$ cat src/logic/hbc_regs.svh
// Constants for the hazard barrier control block
`ifndef HBC_REGS_SVH
`define HBC_REGS_SVH

// ****************************************
// Instruction encoding fields
// ****************************************
`define HBC_OP_MSB 31
`define HBC_OP_LSB 26
`define HBC_OP_SPECIAL 6'h00
`define HBC_OP_REGISTER_IMMEDIATE_OPCODE_CLASS 6'h01
`define HBC_FN_JR 6'h08
`define HBC_FN_JALR 6'h09
`define HBC_FN_SLL 6'h00
`define HBC_HINT_BARRIER_BIT 10
`define HBC_RT_ICACHE_SYNC_INSTR 5'h1F
`define HBC_SA_SUPERSCALAR_NO_OPERATION 5'h01
`define HBC_SA_EXEC_BARRIER 5'h03

// ****************************************
// Timing counts
// ****************************************
`define HBC_SYNC_TIMEOUT_NS 1000
`define HBC_CLK_PERIOD_NS 5
`define HBC_SYNC_TIMEOUT_CYC (`HBC_SYNC_TIMEOUT_NS / `HBC_CLK_PERIOD_NS)

`endif

$ cat src/logic/hbc_pkg.sv
// Types for the hazard barrier control block
package hbc_pkg;

    // ****************************************
    // Decoded barrier class
    // ****************************************
    typedef enum logic [2:0] {
        HBC_NONE,
        HBC_EXEC_BARRIER,
        HBC_JUMP_BARRIER,
        HBC_EXC_RETURN,
        HBC_ICACHE_SYNC
    } hbc_kind_e;

    typedef struct packed {
        logic exec_clear;
        logic fetch_clear;
        logic cache_sync;
        logic is_jump;
    } hbc_need_s;

    typedef struct packed {
        hbc_kind_e kind;
        hbc_need_s need;
    } hbc_dec_s;

endpackage : hbc_pkg

$ cat src/logic/hbc_core.sv
// Hazard barrier control: decode, issue stall, fetch flush and cache sync
`timescale 1ns/100ps
`default_nettype none

module hbc_core
    import hbc_pkg::*;
(
    // Clock, reset, enable
    input wire logic i_clk,
    input wire logic i_nrst,
    input wire logic i_ce,
    // Issue slot
    input wire logic i_issue_valid,
    input wire logic [31:0] i_issue_instr,
    input wire logic [31:0] i_issue_addr,
    // Configuration from control registers
    input wire logic i_jump_barrier_config_bit,
    // Pending older effects
    input wire logic i_ctrl_writes_pending,
    // Cache agent handshake
    input wire logic i_cache_sync_done,
    // Issue control and fetch control
    output logic o_issue_stall,
    output logic o_fetch_flush,
    output logic o_barrier_done,
    output hbc_kind_e o_barrier_kind,
    // Cache agent request
    output logic o_cache_sync_req,
    output logic [31:0] o_cache_sync_addr,
    output logic o_sync_timeout
);
`include "hbc_regs.svh"

    // ****************************************
    // Decode
    // ****************************************
    hbc_dec_s dec;

    hbc_decode u_decode (
        .i_instr(i_issue_instr),
        .i_jump_barrier_config_bit(i_jump_barrier_config_bit),
        .o_dec(dec)
    );

    typedef enum logic [1:0] {
        HBC_ST_IDLE,
        HBC_ST_DRAIN,
        HBC_ST_SYNC,
        HBC_ST_FLUSH
    } hbc_state_e;

    hbc_state_e state;
    hbc_need_s need;
    logic [$clog2(`HBC_SYNC_TIMEOUT_CYC + 1)-1:0] sync_cnt;
    logic start;

    // A barrier is taken on the cycle it reaches the issue slot
    assign start = i_ce && (state == HBC_ST_IDLE) && i_issue_valid
        && (dec.kind != HBC_NONE);

    // ****************************************
    // Barrier sequencer
    // ****************************************
    always_ff @(posedge i_clk or negedge i_nrst) begin
        if (!i_nrst) begin
            state <= HBC_ST_IDLE;
            need <= '0;
            o_barrier_kind <= HBC_NONE;
        end else if (i_ce) begin
            unique case (state)
                HBC_ST_IDLE: begin
                    if (start) begin
                        state <= HBC_ST_DRAIN;
                        need <= dec.need;
                        o_barrier_kind <= dec.kind;
                    end
                end
                HBC_ST_DRAIN: begin
                    // Older control writes must land before anyone younger issues
                    if (!i_ctrl_writes_pending) begin
                        if (need.cache_sync) begin
                            state <= HBC_ST_SYNC;
                        end else begin
                            state <= HBC_ST_FLUSH;
                        end
                    end
                end
                HBC_ST_SYNC: begin
                    if (i_cache_sync_done || o_sync_timeout) begin
                        state <= HBC_ST_FLUSH;
                    end
                end
                HBC_ST_FLUSH: begin
                    state <= HBC_ST_IDLE;
                    o_barrier_kind <= HBC_NONE;
                end
            endcase
        end
    end

    // ****************************************
    // Issue stall and fetch flush
    // ****************************************
    always_ff @(posedge i_clk or negedge i_nrst) begin
        if (!i_nrst) begin
            o_issue_stall <= 1'b0;
            o_fetch_flush <= 1'b0;
            o_barrier_done <= 1'b0;
        end else if (i_ce) begin
            o_fetch_flush <= 1'b0;
            o_barrier_done <= 1'b0;
            if (start) begin
                o_issue_stall <= 1'b1;
            end else if (state == HBC_ST_FLUSH) begin
                o_issue_stall <= 1'b0;
                o_barrier_done <= 1'b1;
                // Fetch is decoupled, so prefetched words may hold stale state
                o_fetch_flush <= need.fetch_clear;
            end
        end
    end

    // ****************************************
    // Cache sync request
    // ****************************************
    always_ff @(posedge i_clk or negedge i_nrst) begin
        if (!i_nrst) begin
            o_cache_sync_req <= 1'b0;
            o_cache_sync_addr <= 32'h00000000;
        end else if (i_ce) begin
            if (start && dec.need.cache_sync) begin
                o_cache_sync_addr <= i_issue_addr;
            end
            if (state == HBC_ST_DRAIN && !i_ctrl_writes_pending && need.cache_sync) begin
                o_cache_sync_req <= 1'b1;
            end else if (state == HBC_ST_SYNC && (i_cache_sync_done || o_sync_timeout)) begin
                o_cache_sync_req <= 1'b0;
            end
        end
    end

    // Watchdog so a dead cache agent cannot hang issue forever
    always_ff @(posedge i_clk or negedge i_nrst) begin
        if (!i_nrst) begin
            sync_cnt <= '0;
            o_sync_timeout <= 1'b0;
        end else if (i_ce) begin
            if (state == HBC_ST_SYNC && !o_sync_timeout && !i_cache_sync_done) begin
                sync_cnt <= sync_cnt + 1'b1;
                o_sync_timeout <= (sync_cnt == ($bits(sync_cnt))'(`HBC_SYNC_TIMEOUT_CYC - 1));
            end else begin
                sync_cnt <= '0;
                o_sync_timeout <= 1'b0;
            end
        end
    end

    // ****************************************
    // Assertions
    // ****************************************
    property p_stall_on_barrier;
        @(posedge i_clk) disable iff (!i_nrst) start |=> o_issue_stall;
    endproperty
    a_stall_on_barrier: assert property (p_stall_on_barrier) else $error("no stall");

    property p_no_release_while_pending;
        @(posedge i_clk) disable iff (!i_nrst)
            (state == HBC_ST_DRAIN && i_ctrl_writes_pending && i_ce) |=> o_issue_stall;
    endproperty
    a_no_release_while_pending: assert property (p_no_release_while_pending)
        else $error("released early");

    // Kind drops to none on the done edge, so the barrier is read one sample back
    property p_exception_return_flush;
        @(posedge i_clk) disable iff (!i_nrst)
            (o_barrier_done && $past(o_barrier_kind) == HBC_EXC_RETURN) |-> o_fetch_flush;
    endproperty
    a_exception_return_flush: assert property (p_exception_return_flush) else $error("return without flush");

    // Issue stays held and the request stands until the agent answers or the watchdog fires
    property p_sync_before_done;
        @(posedge i_clk) disable iff (!i_nrst)
            (state == HBC_ST_SYNC && i_ce && !i_cache_sync_done && !o_sync_timeout)
            |=> (state == HBC_ST_SYNC && o_cache_sync_req && !o_barrier_done);
    endproperty
    a_sync_before_done: assert property (p_sync_before_done) else $error("sync skipped");

    property p_exec_decode;
        @(posedge i_clk) disable iff (!i_nrst)
            (i_issue_instr == 32'h000000C0) |-> dec.kind == HBC_EXEC_BARRIER;
    endproperty
    a_exec_decode: assert property (p_exec_decode) else $error("barrier not decoded");

    property p_hint_decode;
        @(posedge i_clk) disable iff (!i_nrst)
            (i_issue_instr[31:26] == 6'h00 && i_issue_instr[5:0] == 6'h08
            && i_issue_instr[10]) |-> dec.need.fetch_clear;
    endproperty
    a_hint_decode: assert property (p_hint_decode) else $error("hint ignored");

    property p_icache_sync_instr_decode;
        @(posedge i_clk) disable iff (!i_nrst)
            (i_issue_instr[31:26] == 6'h01 && i_issue_instr[20:16] == 5'h1F)
            |-> dec.kind == HBC_ICACHE_SYNC;
    endproperty
    a_icache_sync_instr_decode: assert property (p_icache_sync_instr_decode) else $error("sync not decoded");

    property p_plain_jump;
        @(posedge i_clk) disable iff (!i_nrst)
            (i_issue_instr[31:26] == 6'h00 && i_issue_instr[5:1] == 5'h04
            && !i_issue_instr[10]) |-> (dec.kind == HBC_JUMP_BARRIER) == i_jump_barrier_config_bit;
    endproperty
    a_plain_jump: assert property (p_plain_jump) else $error("config bit ignored");

    c_exec: cover property (@(posedge i_clk) start && dec.kind == HBC_EXEC_BARRIER);
    c_sync: cover property (@(posedge i_clk) state == HBC_ST_SYNC && i_cache_sync_done);
    c_flush: cover property (@(posedge i_clk) o_fetch_flush);

endmodule : hbc_core
`default_nettype wire

$ cat src/logic/hbc_decode.sv
// Barrier instruction decoder
`timescale 1ns/100ps
`default_nettype none

module hbc_decode
    import hbc_pkg::*;
(
    // Instruction word and configuration
    input wire logic [31:0] i_instr,
    input wire logic i_jump_barrier_config_bit,
    // Decoded result
    output var hbc_dec_s o_dec
);
`include "hbc_regs.svh"

    logic [5:0] op;
    logic [5:0] fn;
    logic is_nop_family;
    logic is_jump;

    assign op = i_instr[`HBC_OP_MSB:`HBC_OP_LSB];
    assign fn = i_instr[5:0];
    // Zero-register shift form: older cores run the barrier as a plain no-op
    assign is_nop_family = (op == `HBC_OP_SPECIAL) && (fn == `HBC_FN_SLL)
        && (i_instr[25:11] == 15'h0000);
    assign is_jump = (op == `HBC_OP_SPECIAL)
        && ((fn == `HBC_FN_JR) || (fn == `HBC_FN_JALR));

    always_comb begin
        o_dec = '0;
        o_dec.kind = HBC_NONE;
        if (is_nop_family && (i_instr[10:6] == `HBC_SA_EXEC_BARRIER)) begin
            o_dec.kind = HBC_EXEC_BARRIER;
            o_dec.need.exec_clear = 1'b1;
        end else if (is_jump && i_instr[`HBC_HINT_BARRIER_BIT]) begin
            o_dec.kind = HBC_JUMP_BARRIER;
            o_dec.need.exec_clear = 1'b1;
            o_dec.need.fetch_clear = 1'b1;
            o_dec.need.is_jump = 1'b1;
        end else if (is_jump && i_jump_barrier_config_bit) begin
            // Plain jumps only settle execution hazards under the config bit
            o_dec.kind = HBC_JUMP_BARRIER;
            o_dec.need.exec_clear = 1'b1;
            o_dec.need.is_jump = 1'b1;
        end else if (i_instr == 32'h42000018) begin
            o_dec.kind = HBC_EXC_RETURN;
            o_dec.need.exec_clear = 1'b1;
            o_dec.need.fetch_clear = 1'b1;
        end else if ((op == `HBC_OP_REGISTER_IMMEDIATE_OPCODE_CLASS)
            && (i_instr[20:16] == `HBC_RT_ICACHE_SYNC_INSTR)) begin
            o_dec.kind = HBC_ICACHE_SYNC;
            o_dec.need.cache_sync = 1'b1;
        end
    end

endmodule : hbc_decode
`default_nettype wire

$ cat config.mk
export PLATFORM = sky130hd
export DESIGN_NAME = hbc_core
export DESIGN_NICKNAME = d
export VERILOG_FILES = /design/src/logic/hbc_pkg.sv /design/src/logic/hbc_core.sv /design/src/logic/hbc_decode.sv
export VERILOG_INCLUDE_DIRS = /design/src /design/src/logic
export SDC_FILE = /design/constraint.sdc
export NUM_CORES = 1
export LEC_CHECK = 0
export ABC_CLOCK_PERIOD_IN_PS = 4600
export CAP_MARGIN = 40
export CORE_MARGIN = 2
export CORE_UTILIZATION = 55
export CTS_CLUSTER_SIZE = 14
export DETAILED_ROUTE_END_ITERATION = 10
export DONT_BUFFER_PORTS = 1
export GPL_ROUTABILITY_DRIVEN = 0
export PLACE_DENSITY = 0.7
export SLEW_MARGIN = 0
export SYNTH_ARGS = -nofsm -noshare
export SYNTH_HDL_FRONTEND = slang
export SYNTH_SLANG_ARGS = --single-unit
$ cat constraint.sdc
create_clock -name i_clk -period 4.6 [get_ports i_clk]
set_clock_uncertainty 0.05 [all_clocks]
set_input_delay 0.23 -clock i_clk [delete_from_list [all_inputs] [get_ports i_clk]]
set_output_delay 0.23 -clock i_clk [all_outputs]
set_load 0.01 [all_outputs]
==> run metrics <==
run status completed; global-route usage over all layers 20.7%; flip-flop and latch count after synthesis 52; worst hold path class in2reg; Leakage Power roughly 1.2 nW; largest area contributor in the synthesized netlist dfrtp_1; dpl ws 2280 ps; die area about 5000 um^2; clock latency on the worst-skew pair roughly 300 ps; initial core utilization 56.6%; number of detailed-route iterations in the first pass 4; fmax 425 MHz; fraction of synthesized area in multiplexers 16.1%; post-detailed-placement half-perimeter wirelength around 3.6 mm; commonest cells after routing, fill and taps aside 52 x dfrtp_1, 33 x mux2_2, 18 x nand2_1; maximum ir drop on the vdd rail between 0.2 and 0.25 mV; Critical Path Source state[0]; compound-cell area share of the yosys netlist a little under a tenth; floorplan die height 70.7 um; Area growth syn-to-layout 7.06%; CTS HTree Levels 2; row cnt 24; number of maximum-capacitance constraint violations 0; adder and majority cell fraction of the synthesized area roughly 3.1%; start of the worst register-to-register path state[0]; Sum Neg Setup Slack 0 ps; Inst Count DP about 250; arrival time reported for the critical path endpoint ~2500 ps; clock period minus worst slack about 2400 ps; number of antenna repair diodes 0; Max Slew Vio Count 0; met1 global-route usage about a quarter; via count of the first global-routing pass ~1,700; Req. time, crit path 4740 ps; first-pass GRT wire length a little over 8 mm; combined area of all synthesized cells 2450 um^2; share of async-settable or async-resettable flops after synthesis 100%; fraction of final layout cells sized beyond drive strength 1 22.9%; number of design-rule violations left by the first detailed-router iteration between 80 and 90; initial antenna violation count 0; share of the synthesized area in the top cell type 53.2%; routed length per placed instance around 19 um; Warnings, synthesis 0; Clk pin slew, worst setup/hold paths around 100 ps; Inserted Clock Buffers 5; Setup WS post-layout 2250 ps; Period Utilization, post-route 51.1%; reg-to-reg slack, setup roughly 2200 ps; fraction of met3 tracks used by global routing between 6 and 7%; sequential fraction of the synthesis area 53.2%; clk sink count 52; Setup crit end kind flop; horizontal die dimension between 70 and 80 um; Primary FF master, synth dfrtp_1; cell area after layout 2620 um^2; I/O Buffers 0; number of buffers between clock root and the deepest sink 2; TritonCTS clock tree done; Net Count, Synth roughly 280; synthesized-area fraction occupied by xor and xnor cells around 1.1%; Mean Syn Cell Area ~12 um^2; final hold violation count 0; distinct cell type count after synthesis 47; Core Footprint 4320 um^2; vias after detailed routing between 1,500 and 2,000; antenna-violating nets left 0; largest family of logic cells by synthesized area multiplexers; Rel. slew slack a little over two thirds; setup repair after global routing missed its margin no; Final Setup Violations 0; number of standard cells after synthesis around 200; met2 usage between 30% and 40%; Synth area leaders dfrtp_1 53%, mux2_2 15%, ha_1 3.1%, nand2_1 2.8%, o21ai_0 2.5%; total of cells resized after clock tree synthesis 0; aggregate routed wire length around 5 mm; net count of the finished layout about 290; Post-Route Utilization roughly 61%; residual overflow from global routing 0; highest-utilization routing layer at the global route stage met2; I/O pin count around 110; Synth Area in Simple Gates between 10% and 20%; cell area reported after detailed placement 2480 um^2; most common cell after layout, fill and taps aside dfrtp_1; overall power consumption between 0.9 and 1 mW; largest fanout of any net on the critical path 8; clock root buffer clkbuf_8; number of standard cells in the layout, taps in and fillers out 262; DRC violations left 0; startpoint type of the worst setup path flop; critical path class reg2reg; largest net degree at the start of global routing 53; PD cells roughly 350 nW/um^2; Slew @ Worst Pin 437 ps; Post-synth EDFFs 0; final hold slack between 15 and 20 ps; via-per-instance ratio ~6.2; min-delay src i_issue_addr[27]
==> critical path: stages (launching register included) <==
cell and delay, ps:
dfrtp_1 440, inv_1 140, ha_1 260, nand3_1 100, or4_1 700, a31oi_4 210, mux2_1 340
==> path summary, 6_finish.rpt <==
check	to	depth (start not counted)
worst max-delay path	state[1]	6
worst min-delay path	o_cache_sync_addr[27]	1
worst max register to register	state[1]	6
worst min register to register	need[2]	1
max in group asynchronous	o_cache_sync_addr[5]	2
min in group asynchronous	o_barrier_kind[2]	2
==> synth_stat cells, types with 2 or more instances <==
cell type	count
clkbuf_1	4
dfrtp_1	52
nand3_1	9
and2_1	2
nand2_1	18
nand4b_1	2
a21o_1	2
nor4bb_1	2
nor2_1	6
buf_2	3
o21ai_0	12
and3_1	2
mux2_2	33
inv_1	6
xor2_1	2
a21oi_1	5
nand4_1	5
nor3_1	2
nor4_1	5
ha_1	6
or4_1	2
==> routing by layer <==
layer,vias to the layer above,share of wire (%)
met5,-,0
met4,0,0.90
met3,4,7.4
met2,55,51
met1,814,41
li1,755,-
==> state kept, by name (all words and copies together), names as in the netlist <==
signal / cells
o_cache_sync_addr: 32
sync_cnt: 8
o_barrier_kind: 3
need: 2
state: 2
o_barrier_done: 1
o_cache_sync_req: 1
o_fetch_flush: 1
o_issue_stall: 1
o_sync_timeout: 1
==> report_power, final <==
| group | leakage [nW] | switching [mW] | total [mW] | internal [mW] |
|---|---|---|---|---|
| clock network | 0.0452 | 0.154 | 0.265 | 0.111 |
| logic | 0.440 | 0.0890 | 0.154 | 0.0651 |
| registers | 0.719 | 0.0288 | 0.508 | 0.479 |
==> layout make-up <==
cell class	instances	area, um^2
Clock inverter	3	25.0
Timing Repair Buffer	4	55.1
Clock buffer	5	68.8
Tap cell	52	65.1
Multi-Input combinational cell	140	1080
Fill cell	367	1710
Inverter	6	22.5
Sequential cell	52	1300
==> logic make-up after synthesis <==
logic type | Yosys count
XOR/XNOR | 3
adder cells (fa/ha/maj) | 6
buffers and inverters | 14
AND/OR/NAND/NOR | 62
multiplexers | 35
flip-flops | 52
AO/OA/AOI/OAI | 34
==> repair_timing <==
item                                    in CTS  in global routing
hold buffers                                 3                  0
setup buffers                                0                  0
endpoints found under the setup margin       0                  0
hold endpoints to repair                    59                  0
(Power assumes the default switching activity.)
